==> src/odt_pkg.sv <==
//////////////////////////////////////////////////////////////////////////////
// Purpose: Shared constants and types for the power-down termination control
// Assumes: Single core clock at 25 MHz
// Notes:   Latencies in clock cycles, times in ns
//////////////////////////////////////////////////////////////////////////////
package odt_pkg;

    localparam int unsigned CLK_PERIOD_NS     = 40;
    // Asynchronous turn-on / turn-off minimum delays
    localparam int unsigned AONPD_MIN_NS      = 2;
    localparam int unsigned AOFPD_MIN_NS      = 2;
    localparam int unsigned AONPD_MIN_CYC_RAW =
        (AONPD_MIN_NS + CLK_PERIOD_NS - 1) / CLK_PERIOD_NS;
    localparam int unsigned AOFPD_MIN_CYC_RAW =
        (AOFPD_MIN_NS + CLK_PERIOD_NS - 1) / CLK_PERIOD_NS;
    localparam logic [3:0]  AONPD_MIN_CYC     =
        4'(AONPD_MIN_CYC_RAW < 1 ? 1 : AONPD_MIN_CYC_RAW);
    localparam logic [3:0]  AOFPD_MIN_CYC     =
        4'(AOFPD_MIN_CYC_RAW < 1 ? 1 : AOFPD_MIN_CYC_RAW);

    localparam logic [4:0]  WL_RESET          = 5'h05;
    localparam logic [7:0]  CPDED_CYC         = 8'h01;
    localparam logic [7:0]  XPDLL_CYC         = 8'h0A;
    localparam logic [7:0]  RFC_CYC           = 8'h40;
    localparam int          HIST_W            = 16;

    typedef enum logic [1:0] {
        ST_IDLE  = 2'b00,
        ST_ENTRY = 2'b01,
        ST_PD    = 2'b10,
        ST_EXIT  = 2'b11
    } pd_state_e;

    typedef struct packed {
        logic cke;
        logic odt;
        logic refresh;
        logic rdwr;
    } ctrl_in_s;

    typedef struct packed {
        logic pd;
        logic trans;
        logic async_mode;
    } mode_out_s;

endpackage

==> src/odt_pd_ctrl.sv <==
//////////////////////////////////////////////////////////////////////////////
// Purpose: Termination response control around precharge power-down
// Assumes: WL >= 2 and WL-1 below history depth
// Notes:   Lead intervals are judged on a delayed copy of the inputs
//
// Functional notes
// RULE_01: ODT receiver stays active in power-down; controller issues no read or write.
// RULE_02: Frozen-DLL power-down uses asynchronous on and off delays of at least 2.
// RULE_03: Entry transition period only exists when the DLL-freeze bit is zero.
// RULE_04: Entry lead interval is WL-1 cycles before first CKE-low cycle.
// RULE_05: Entry period excludes lead start, includes end of CKE-low delay.
// RULE_06: Refresh in progress stretches entry period to later of refresh end.
// RULE_07: Turn-on in transition lies between async minimum and WL-2 sync latency.
// RULE_08: Turn-off in transition lies between async minimum and off-latency sync path.
// RULE_09: Exit period spans lead interval before CKE high to DLL exit delay after.
// RULE_10: Overlapping entry then exit periods merge into one uncertain window.
// RULE_11: Overlapping exit then entry periods merge into one uncertain window.
// RULE_12: Asynchronous path ignores additive latency.
// RULE_13: Controller keeps ODT stable in transition periods for determinism; the bench moves ODT inside exit windows in pd_exit and short_pd.
//////////////////////////////////////////////////////////////////////////////
`timescale 1ns/1ps
module odt_pd_ctrl (
    input  wire logic       I_CORE_CLK,
    input  wire logic       I_RST,
    input  wire logic       I_CKE,
    input  wire logic       I_ODT,
    input  wire logic       I_REFRESH,
    input  wire logic       I_DLL_FREEZE_N,
    input  wire logic [4:0] I_WL,
    input  wire logic [4:0] I_AL,
    output logic            O_RTT_ON,
    output logic            O_PD,
    output logic            O_TRANS,
    output logic            O_ASYNC
);
    ////////////////////////////////////////////////////////////////////////
    logic       cke_s;
    logic       cke_n_pin;
    logic       pd_req_s;
    logic       odt_s;
    logic       cke_d;
    logic [4:0] wl;
    logic       freeze_n;

    // CKE synced inverted: reset then leaves it at its idle high level, no false edge
    assign cke_n_pin = ~I_CKE;

    odt_sync3 u_cke (
        .i_clk   (I_CORE_CLK),
        .i_rst   (I_RST),
        .i_pin   (cke_n_pin),
        .o_level (pd_req_s)
    );
    assign cke_s = ~pd_req_s;

    odt_sync3 u_odt (
        .i_clk   (I_CORE_CLK),
        .i_rst   (I_RST),
        .i_pin   (I_ODT),
        .o_level (odt_s)
    );

    // Sync tap is WL-2, so turn-on/off takes WL cycles from synced ODT to output; AL is not added in this mode
    logic       sync_rtt;
    logic [4:0] sync_tap;
    assign sync_tap = wl - 5'h02; // see RULE_12

    odt_delay_line u_sync (
        .i_clk  (I_CORE_CLK),
        .i_rst  (I_RST),
        .i_din  (odt_s),
        .i_tap  (sync_tap),
        .o_dout (sync_rtt)
    );

    // Delayed CKE view so the lead interval can be seen before the edge
    logic       cke_lead;
    logic       pd_req_lead;
    logic [4:0] lead_tap;
    assign lead_tap = wl - 5'h01; // see RULE_04
    assign cke_lead = ~pd_req_lead;

    odt_delay_line u_lead (
        .i_clk  (I_CORE_CLK),
        .i_rst  (I_RST),
        .i_din  (pd_req_s),
        .i_tap  (lead_tap),
        .o_dout (pd_req_lead)
    );

    ////////////////////////////////////////////////////////////////////////
    // Live CKE edges start the lead window; delayed edges are power-down edges
    logic      live_fall;
    logic      live_rise;
    logic      pd_fall;
    logic      pd_rise;
    logic      cke_lead_d;
    logic      next_cke_d;
    logic      next_cke_lead_d;

    always_comb begin
        live_fall       = cke_d & ~cke_s;
        live_rise       = ~cke_d & cke_s;
        pd_fall         = cke_lead_d & ~cke_lead;
        pd_rise         = ~cke_lead_d & cke_lead;
        next_cke_d      = cke_s;
        next_cke_lead_d = cke_lead;
    end

    ////////////////////////////////////////////////////////////////////////
    // Window counters: entry and exit tails, refresh in flight
    logic [7:0] entry_cnt;
    logic [7:0] exit_cnt;
    logic [7:0] rfc_cnt;
    logic       entry_lead;
    logic       exit_lead;
    logic [7:0] next_entry_cnt;
    logic [7:0] next_exit_cnt;
    logic [7:0] next_rfc_cnt;
    logic       next_entry_lead;
    logic       next_exit_lead;
    logic       entry_win;
    logic       exit_win;

    always_comb begin
        next_rfc_cnt    = rfc_cnt;
        next_entry_cnt  = entry_cnt;
        next_exit_cnt   = exit_cnt;
        next_entry_lead = entry_lead;
        next_exit_lead  = exit_lead;
        if (I_REFRESH) begin
            next_rfc_cnt = odt_pkg::RFC_CYC;
        end else if (rfc_cnt != 8'h00) begin
            next_rfc_cnt = rfc_cnt - 8'h01;
        end
        // Entry lead opens after its start point, only if DLL freezes
        if (live_fall && !freeze_n) begin
            next_entry_lead = 1'b1; // see RULE_03 RULE_05
        end else if (pd_fall) begin
            next_entry_lead = 1'b0;
        end
        if (pd_fall && !freeze_n) begin
            // Tail is CKE-low delay, or rest of refresh if longer
            next_entry_cnt = (rfc_cnt > odt_pkg::CPDED_CYC) ? rfc_cnt
                                                             : odt_pkg::CPDED_CYC; // see RULE_06
        end else if (entry_cnt != 8'h00) begin
            next_entry_cnt = entry_cnt - 8'h01; // see RULE_05
        end
        if (live_rise && !freeze_n) begin
            next_exit_lead = 1'b1; // see RULE_09
        end else if (pd_rise) begin
            next_exit_lead = 1'b0;
        end
        if (pd_rise && !freeze_n) begin
            next_exit_cnt = odt_pkg::XPDLL_CYC; // see RULE_09
        end else if (exit_cnt != 8'h00) begin
            next_exit_cnt = exit_cnt - 8'h01;
        end
    end

    // Windows are independent flags: their union covers both overlap orders
    assign entry_win = entry_lead | (entry_cnt != 8'h00);
    assign exit_win  = exit_lead | (exit_cnt != 8'h00);

    ////////////////////////////////////////////////////////////////////////
    // Mode and termination output
    odt_pkg::pd_state_e state;
    odt_pkg::pd_state_e next_state;
    logic               next_rtt;
    logic               async_on_d;
    logic               next_async_on_d;
    logic               trans;

    assign trans = entry_win | exit_win; // see RULE_10 RULE_11

    always_comb begin
        next_state = state;
        case (state)
            odt_pkg::ST_IDLE:  if (!cke_lead) next_state = odt_pkg::ST_PD;
            odt_pkg::ST_PD:    if (cke_lead) next_state = odt_pkg::ST_IDLE;
            default:           next_state = odt_pkg::ST_IDLE;
        endcase
        // Async path: ODT sampled, one cycle (>= 2 ns) later, no AL
        next_async_on_d = odt_s; // see RULE_02 RULE_12
        if (state == odt_pkg::ST_PD && !freeze_n && !trans) begin
            next_rtt = async_on_d; // see RULE_02 RULE_01
        end else if (trans) begin
            // Either response allowed: on with the first path, off with the last
            next_rtt = async_on_d | sync_rtt; // see RULE_07 RULE_08
        end else begin
            next_rtt = sync_rtt;
        end
    end

    always_ff @(posedge I_CORE_CLK or posedge I_RST) begin
        if (I_RST) begin
            cke_d      <= 1'b1;
            cke_lead_d <= 1'b1;
            rfc_cnt    <= 8'h00;
            entry_cnt  <= 8'h00;
            exit_cnt   <= 8'h00;
            entry_lead <= 1'b0;
            exit_lead  <= 1'b0;
            state      <= odt_pkg::ST_IDLE;
            async_on_d <= 1'b0;
            O_RTT_ON   <= 1'b0;
            O_PD       <= 1'b0;
            O_TRANS    <= 1'b0;
            O_ASYNC    <= 1'b0;
        end else begin
            cke_d      <= next_cke_d;
            cke_lead_d <= next_cke_lead_d;
            rfc_cnt    <= next_rfc_cnt;
            entry_cnt  <= next_entry_cnt;
            exit_cnt   <= next_exit_cnt;
            entry_lead <= next_entry_lead;
            exit_lead  <= next_exit_lead;
            state      <= next_state;
            async_on_d <= next_async_on_d;
            O_RTT_ON   <= next_rtt;
            O_PD       <= (next_state == odt_pkg::ST_PD);
            O_TRANS    <= trans;
            O_ASYNC    <= (state == odt_pkg::ST_PD) && !freeze_n && !trans;
        end
    end

    // Mode bits caught after reset release, not under reset
    logic rst_seen;
    always_ff @(posedge I_CORE_CLK or posedge I_RST) begin
        if (I_RST) begin
            rst_seen <= 1'b0;
            wl       <= odt_pkg::WL_RESET;
            freeze_n <= 1'b1;
        end else begin
            rst_seen <= 1'b1;
            wl       <= I_WL;
            freeze_n <= I_DLL_FREEZE_N;
        end
    end
endmodule // odt_pd_ctrl

==> src/odt_sync3.sv <==
//////////////////////////////////////////////////////////////////////////////
// Purpose: Three-stage pin synchroniser with agreement filter
// Assumes: Pin is asynchronous to the core clock
// Notes:   Output changes once stages two and three agree
//////////////////////////////////////////////////////////////////////////////
`timescale 1ns/1ps
module odt_sync3 (
    input  wire logic i_clk,
    input  wire logic i_rst,
    input  wire logic i_pin,
    output logic      o_level
);
    logic [2:0] stage;
    logic [2:0] next_stage;
    logic       next_level;

    always_comb begin
        next_stage = {stage[1:0], i_pin};
        next_level = (stage[2] == stage[1]) ? stage[2] : o_level;
    end

    always_ff @(posedge i_clk or posedge i_rst) begin
        if (i_rst) begin
            stage   <= 3'h0;
            o_level <= 1'b0;
        end else begin
            stage   <= next_stage;
            o_level <= next_level;
        end
    end
endmodule // odt_sync3

==> src/odt_delay_line.sv <==
//////////////////////////////////////////////////////////////////////////////
// Purpose: History of a sampled pin level, for the synchronous ODT path and the CKE lead view
// Assumes: Tap index below HIST_W
// Notes:   Registered tap output
//////////////////////////////////////////////////////////////////////////////
`timescale 1ns/1ps
module odt_delay_line (
    input  wire logic       i_clk,
    input  wire logic       i_rst,
    input  wire logic       i_din,
    input  wire logic [4:0] i_tap,
    output logic            o_dout
);
    logic [odt_pkg::HIST_W-1:0] hist;
    logic [odt_pkg::HIST_W-1:0] next_hist;
    logic                       next_dout;

    always_comb begin
        next_hist = {hist[odt_pkg::HIST_W-2:0], i_din};
        next_dout = (i_tap == 5'h00) ? i_din : hist[4'(i_tap - 5'h01)];
    end

    always_ff @(posedge i_clk or posedge i_rst) begin
        if (i_rst) begin
            hist   <= '0;
            o_dout <= 1'b0;
        end else begin
            hist   <= next_hist;
            o_dout <= next_dout;
        end
    end
endmodule // odt_delay_line

==> config.mk <==
export PLATFORM = sky130hd
export DESIGN_NAME = odt_pd_ctrl
export DESIGN_NICKNAME = d
export VERILOG_FILES = /design/src/odt_pkg.sv /design/src/odt_pd_ctrl.sv /design/src/odt_sync3.sv /design/src/odt_delay_line.sv
export SDC_FILE = /design/constraint.sdc
export NUM_CORES = 1
export LEC_CHECK = 0
export BUFFER_PORTS_ARGS = -buffer_cell sky130_fd_sc_hd__buf_2
export CELL_PAD_IN_SITES_DETAIL_PLACEMENT = 2
export CELL_PAD_IN_SITES_GLOBAL_PLACEMENT = 2
export CORE_MARGIN = 2
export CORE_UTILIZATION = 35
export CTS_CLUSTER_DIAMETER = 30
export CTS_CLUSTER_SIZE = 40
export DETAILED_ROUTE_END_ITERATION = 16
export PLACE_DENSITY_LB_ADDON = 0.1
export SLEW_MARGIN = 20
export SYNTH_ARGS = -nofsm -noshare
export SYNTH_HDL_FRONTEND = slang
export SYNTH_SLANG_ARGS = --single-unit
==> constraint.sdc <==
create_clock -name I_CORE_CLK -period 3 [get_ports I_CORE_CLK]
set_input_delay 0.15 -clock I_CORE_CLK [delete_from_list [all_inputs] [get_ports I_CORE_CLK]]
set_output_delay 0.15 -clock I_CORE_CLK [all_outputs]
set_load 0.02 [all_outputs]
# After elaboration in Yosys (flattened, before gate mapping)
# Index checks and enable logic that the tools add are counted.
# Widths: inputs -> output; s select.
# word_totals
reg_bits	83
# op_classes
bitwise_logic	13
addsub	7
mux	22
reduce_logical	19
n_lt_le_gt_ge	3
n_eq_ne	4
# op_table
op	n
$mux 8	7
$reduce_bool 8->1	3
$sub 8x1->8 const B	3
$logic_not 5->1	2
$lt 4x5->1 const B	2
$mux 1	10
$reduce_bool 2->1	5
$bmux 1 s4	2
$gt 8x1->1 const B	1
$sub 4x1->4 const B	2
$logic_and 1x1->1	6
$not 1->1	5
$sub 5x1->5 const B	1
$sub 5x2->5 const B	1
$and 1x1->1	4
$eq 2x2->1 const B	2
$mux 2	2
$or 1x1->1	4
$pmux 2 s2	1
$eq 1x1->1	2
$logic_not 1->1	2
$logic_not 2->1	1

# Logic depth before layout (Yosys ltp)
# depth
ltp_word	6
mapped_depth	8
mapped_depth_nobuf	7

# Cells and area by module
# A second synthesis with hierarchy kept.
# hier_totals
hier_cells	285
hier_area_um2	3557.2
# by_module_without_submodules
mod	seq_area_each_um2	cells_per_inst	instances	area_each_um2
odt_pd_ctrl	1032.2	203	1	2050.7
odt_delay_line	425.4	35	2	638.1
odt_sync3	100.1	6	2	115.1

# Worst setup path before layout
# OpenSTA, ideal clock, no wires.
# synth_path
path_kind	register to register
start	register wl[0]
end	register u_sync.o_dout
arrival_time_ns	2.660
required_ns	2.875
slack_ns	0.215
setup_time_ns	0.125
period_less_slack_ns	2.785
path_stages_with_launch	9
path_buffers	2
path_cell_list	dfstp_2 -> clkbuf_1 -> inv_1 -> ha_1 -> clkbuf_1 -> mux4_2 -> mux2i_1 -> mux2i_1 -> mux2_2
# synth_via
elab_chain_cells	5
# synth_lines
element	line	source
from (decl)	odt_pd_ctrl.sv:42	logic [4:0] wl;
from (signal assigned)	odt_pd_ctrl.sv:232	wl <= odt_pkg::WL_RESET;
$sub 5x2->5 (*)	odt_pd_ctrl.sv:66	assign sync_tap = wl - 5'h02;
$sub 4x1->4	odt_delay_line.sv:20	next_dout = (i_tap == 5'h00) ? i_din : hist[4'(i_tap - 5'h01)];
$bmux 1 s4	odt_delay_line.sv:20	
$mux 1 (not written as such)	odt_delay_line.sv:20	
$mux 1 (*)	odt_delay_line.sv:20	
via u_sync.next_dout	odt_delay_line.sv:16	logic next_dout;
to (signal assigned)	odt_delay_line.sv:29	o_dout <= next_dout;
to (decl)	odt_delay_line.sv:12	output logic o_dout
# Mark *: on every way through the listed nets, which the timed path passes. The rest lies on a longest branch. The select of a mux whose other input is x is not followed.
# A chain may end at the register's enable or synchronous reset.

# Worst setup path in the final report
# Ends and elaborated chain as after synthesis.

==> impl_metrics.tcl <==
set metrics [dict create \
    tightest_slew_ps 775 \
    multi_input_area_um2 1260 \
    cts_buffer_depth 2 \
    max_stage_delay_ps 630 \
    fillers 987 \
    rows 36 \
    cts_tree "built" \
    numClockSinks 82 \
    yosys_most_used_dff "dfrtp_1" \
    crit_type "reg -> reg" \
    seq_area_frac_synth_pct 60.4 \
    synth.distinct_cells 42 \
    first_global_vias 2288 \
    crit_slowest_cell "ha_1" \
    pre_cts_slack_ps 500 \
    synth.net_count 303 \
    die_h_um 103 \
    path_buf_inv 1 \
    die_w_um 103 \
    rrSetupSlack_ps 510 \
    min_period_ps 2490 \
    synth_area_per_cell_um2 12.5 \
    drtPass1Iterations 3 \
    drc 0 \
    synth_edf_count 0 \
    place_hpwl_um 4560 \
    path_depth 6 \
    seqCellArea_um2 2060 \
    crit_required_ps 3260 \
    antenna_left 0 \
    slew_headroom_pct 47.9 \
    hold_violations 0 \
    setup_viol_count_final 0 \
    fin_nets 336 \
    design.core.area_um2 9590 \
    critPathMaxFanout 9 \
    start_util_pct 35.5 \
    synth_cells 272 \
    clkTransAtPathRegs_ps 90 \
    fin_crit_sh_pct 83.1 \
    cts_root_buf "clkbuf_8" \
    worst_slack_ps 506 \
    post_dp_cell_area_um2 3650 \
    gp_congestion 0.733 \
    slew_violations 0 \
    drive_above_1_share_pct 17.7 \
    grt_util_all_layers_pct 15.4 \
    fin_area_um2 3950 \
    leakage_nw 1.74 \
    ys_seq_elements 82 \
    numCtsBuffers 9 \
    grt_pass1_wl_um 11900 \
    via_per_inst 4.70 \
    postCtsResizedCells 0 \
    max_freq_mhz 401 \
    critPathArrivalTime_ps 2750 \
    rr_startpoint "wl[0]" \
    tns_ps 0 \
    h-tree-depth 3 \
    rsz0062_at_grt "no" \
    drt-total-wl_um 6790 \
    post_cts_buffers 0 \
    maxCapViolCount 0 \
    reg2regPathDepth 6 \
    antenna_found_initial 0 \
    ir_drop_v 0.000274 \
    syn2layout_area_growth_pct 15.9 \
    min_path_type "in -> reg" \
    crit_path_start "wl[0]" \
    crit_chain "inv_1 -> ha_1 -> mux4_2 -> mux2i_1 -> mux2i_1 -> mux2_2" \
    io_buffers 14 \
    vias 2081 \
    drt-initial-drc-count 32 \
    fin_worst_skew_ps 8.02 \
    path_delay_family "multiplexers" \
    grt_max_degree 42 \
    r2r-end "u_sync.o_dout" \
    utilization_pct 41.2 \
    netlist_area_um2 3410 \
    synth_warnings 0 \
    crit_top_cell "mux2i_1" \
    ios 20 \
    design.die.area_um2 10500 \
    outcome "completed" \
    cellPowerDensity_nw_per_um2 795 \
    async_reset_ff_share_pct 100 \
    num_antenna_cells 0 \
    cp-end-kind "flip-flop" \
    wire_per_inst_um 15.3 \
    clk_latency_ps 360 \
    worstSetupStartpointType "flip-flop" \
    overflow 0 \
    endpoint "u_sync.o_dout" \
]
## cell usage after synthesis, types with 3 or more instances
cell | n | area [um^2]
a21oi_1 | 6 | 30.0
clkbuf_1 | 3 | 11.3
dfrtp_1 | 77 | 1930
dfstp_2 | 5 | 131
ha_1 | 15 | 188
inv_1 | 17 | 63.8
mux2i_1 | 6 | 60.1
mux4_2 | 8 | 180
nand2_1 | 19 | 71.3
nand2b_1 | 3 | 18.8
nand3_1 | 8 | 40.0
nor2_1 | 26 | 97.6
nor3_1 | 5 | 25.0
nor4_1 | 4 | 25.0
o211ai_1 | 3 | 22.5
o21ai_0 | 14 | 70.1
xnor2_1 | 12 | 105
xor2_1 | 11 | 96.3
## timing repair
action	4_1_cts	5_1_grt
hold endpoints to repair	44	0
endpoints found under the setup margin	0	0
hold buffers	9	0
## placed cells by master (no fill, tap or decap), drive strengths merged, types with 4 or more instances in the layout
master and count:
inv 18, mux2i 6, nor3 5, xor2 11, clkbuf 10, dfrtp 77
dfstp 5, mux4 8, buf 18, o21ai 15, dlygate4sd3 9, nor4 4
xnor2 12, nor2 26, nand2 19, ha 15, nand3 8, a21oi 6
## layer usage
layer	share of wire (%)	track usage, %	wire (um)	up-vias
met3	2.5	4.47	168	10
met4	1.9	6.46	127	0
li1	-	-	-	995
met2	47	23.0	3200	17
met5	0	0	0	-
met1	48	21.0	3290	1059
## worst min path at each step
stage / startpoint / to / slack (ps) / depth (start not counted)
2_1_floorplan: I_DLL_FREEZE_N / freeze_n / 150 / 0
3_3_place_gp: I_WL[0] / wl[0] / 250 / 1
3_5_place_dp: I_WL[4] / wl[4] / 260 / 1
4_1_cts: I_REFRESH / rfc_cnt[2] / 30 / 2
5_1_grt: I_REFRESH / rfc_cnt[7] / 40 / 2
6_report: I_REFRESH / rfc_cnt[3] / 50 / 2
## area by class of cell
type                            instances  share of cell area, %
Clock buffer                           10                   3.49
Clock inverter                          6                   1.84
Inverter                               17                   1.65
Multi-Input combinational cell        168                   31.9
Sequential cell                        82                   52.1
Tap cell                              133                   4.21
Timing Repair Buffer                   27                   4.82
## cell families (layout without fill, tap and decap cells)
family	Yosys count	in the layout	synth area share [%]
other cells	1	1	0.110
buf+inv	22	60	2.64
xor+xnor	23	23	5.91
simple gates	81	81	12.1
mux	16	16	7.71
flops	82	82	60.4
fa+ha+maj	17	17	6.10
compound gates	30	30	5.03
## worst register-to-register path: stages (launching register included)
cell,delay [ps]
dfstp_2,540
inv_1,110
ha_1,630
mux4_2,560
mux2i_1,180
mux2i_1,100
mux2_2,260
## power by group
group | leakage, nW | internal, mW | switching [mW]
combinational | 0.666 | 0.352 | 0.403
clock | 0.103 | 0.416 | 0.423
sequential | 0.973 | 1.34 | 0.208
total | 1.74 | 2.11 | 1.03
## stage by stage
stage	hold slack (ps)	instances	power, mW
global placement	255	418	2.29
floorplan	154	272	2.10
finish	47.5	443	3.14
global route	39.2	443	3.41
CTS	34.8	443	3.22
detailed placement	260	418	2.32
## state kept, by name, summed over array words and instances (netlist names), 2 cells and up
name         count
u_cke.stage      3
wl               5
entry_cnt        8
exit_cnt         8
u_odt.stage      3
u_sync.hist     16
u_lead.hist     16
rfc_cnt          8
state            2
No activity file was read; power rests on OpenSTA's default activity.
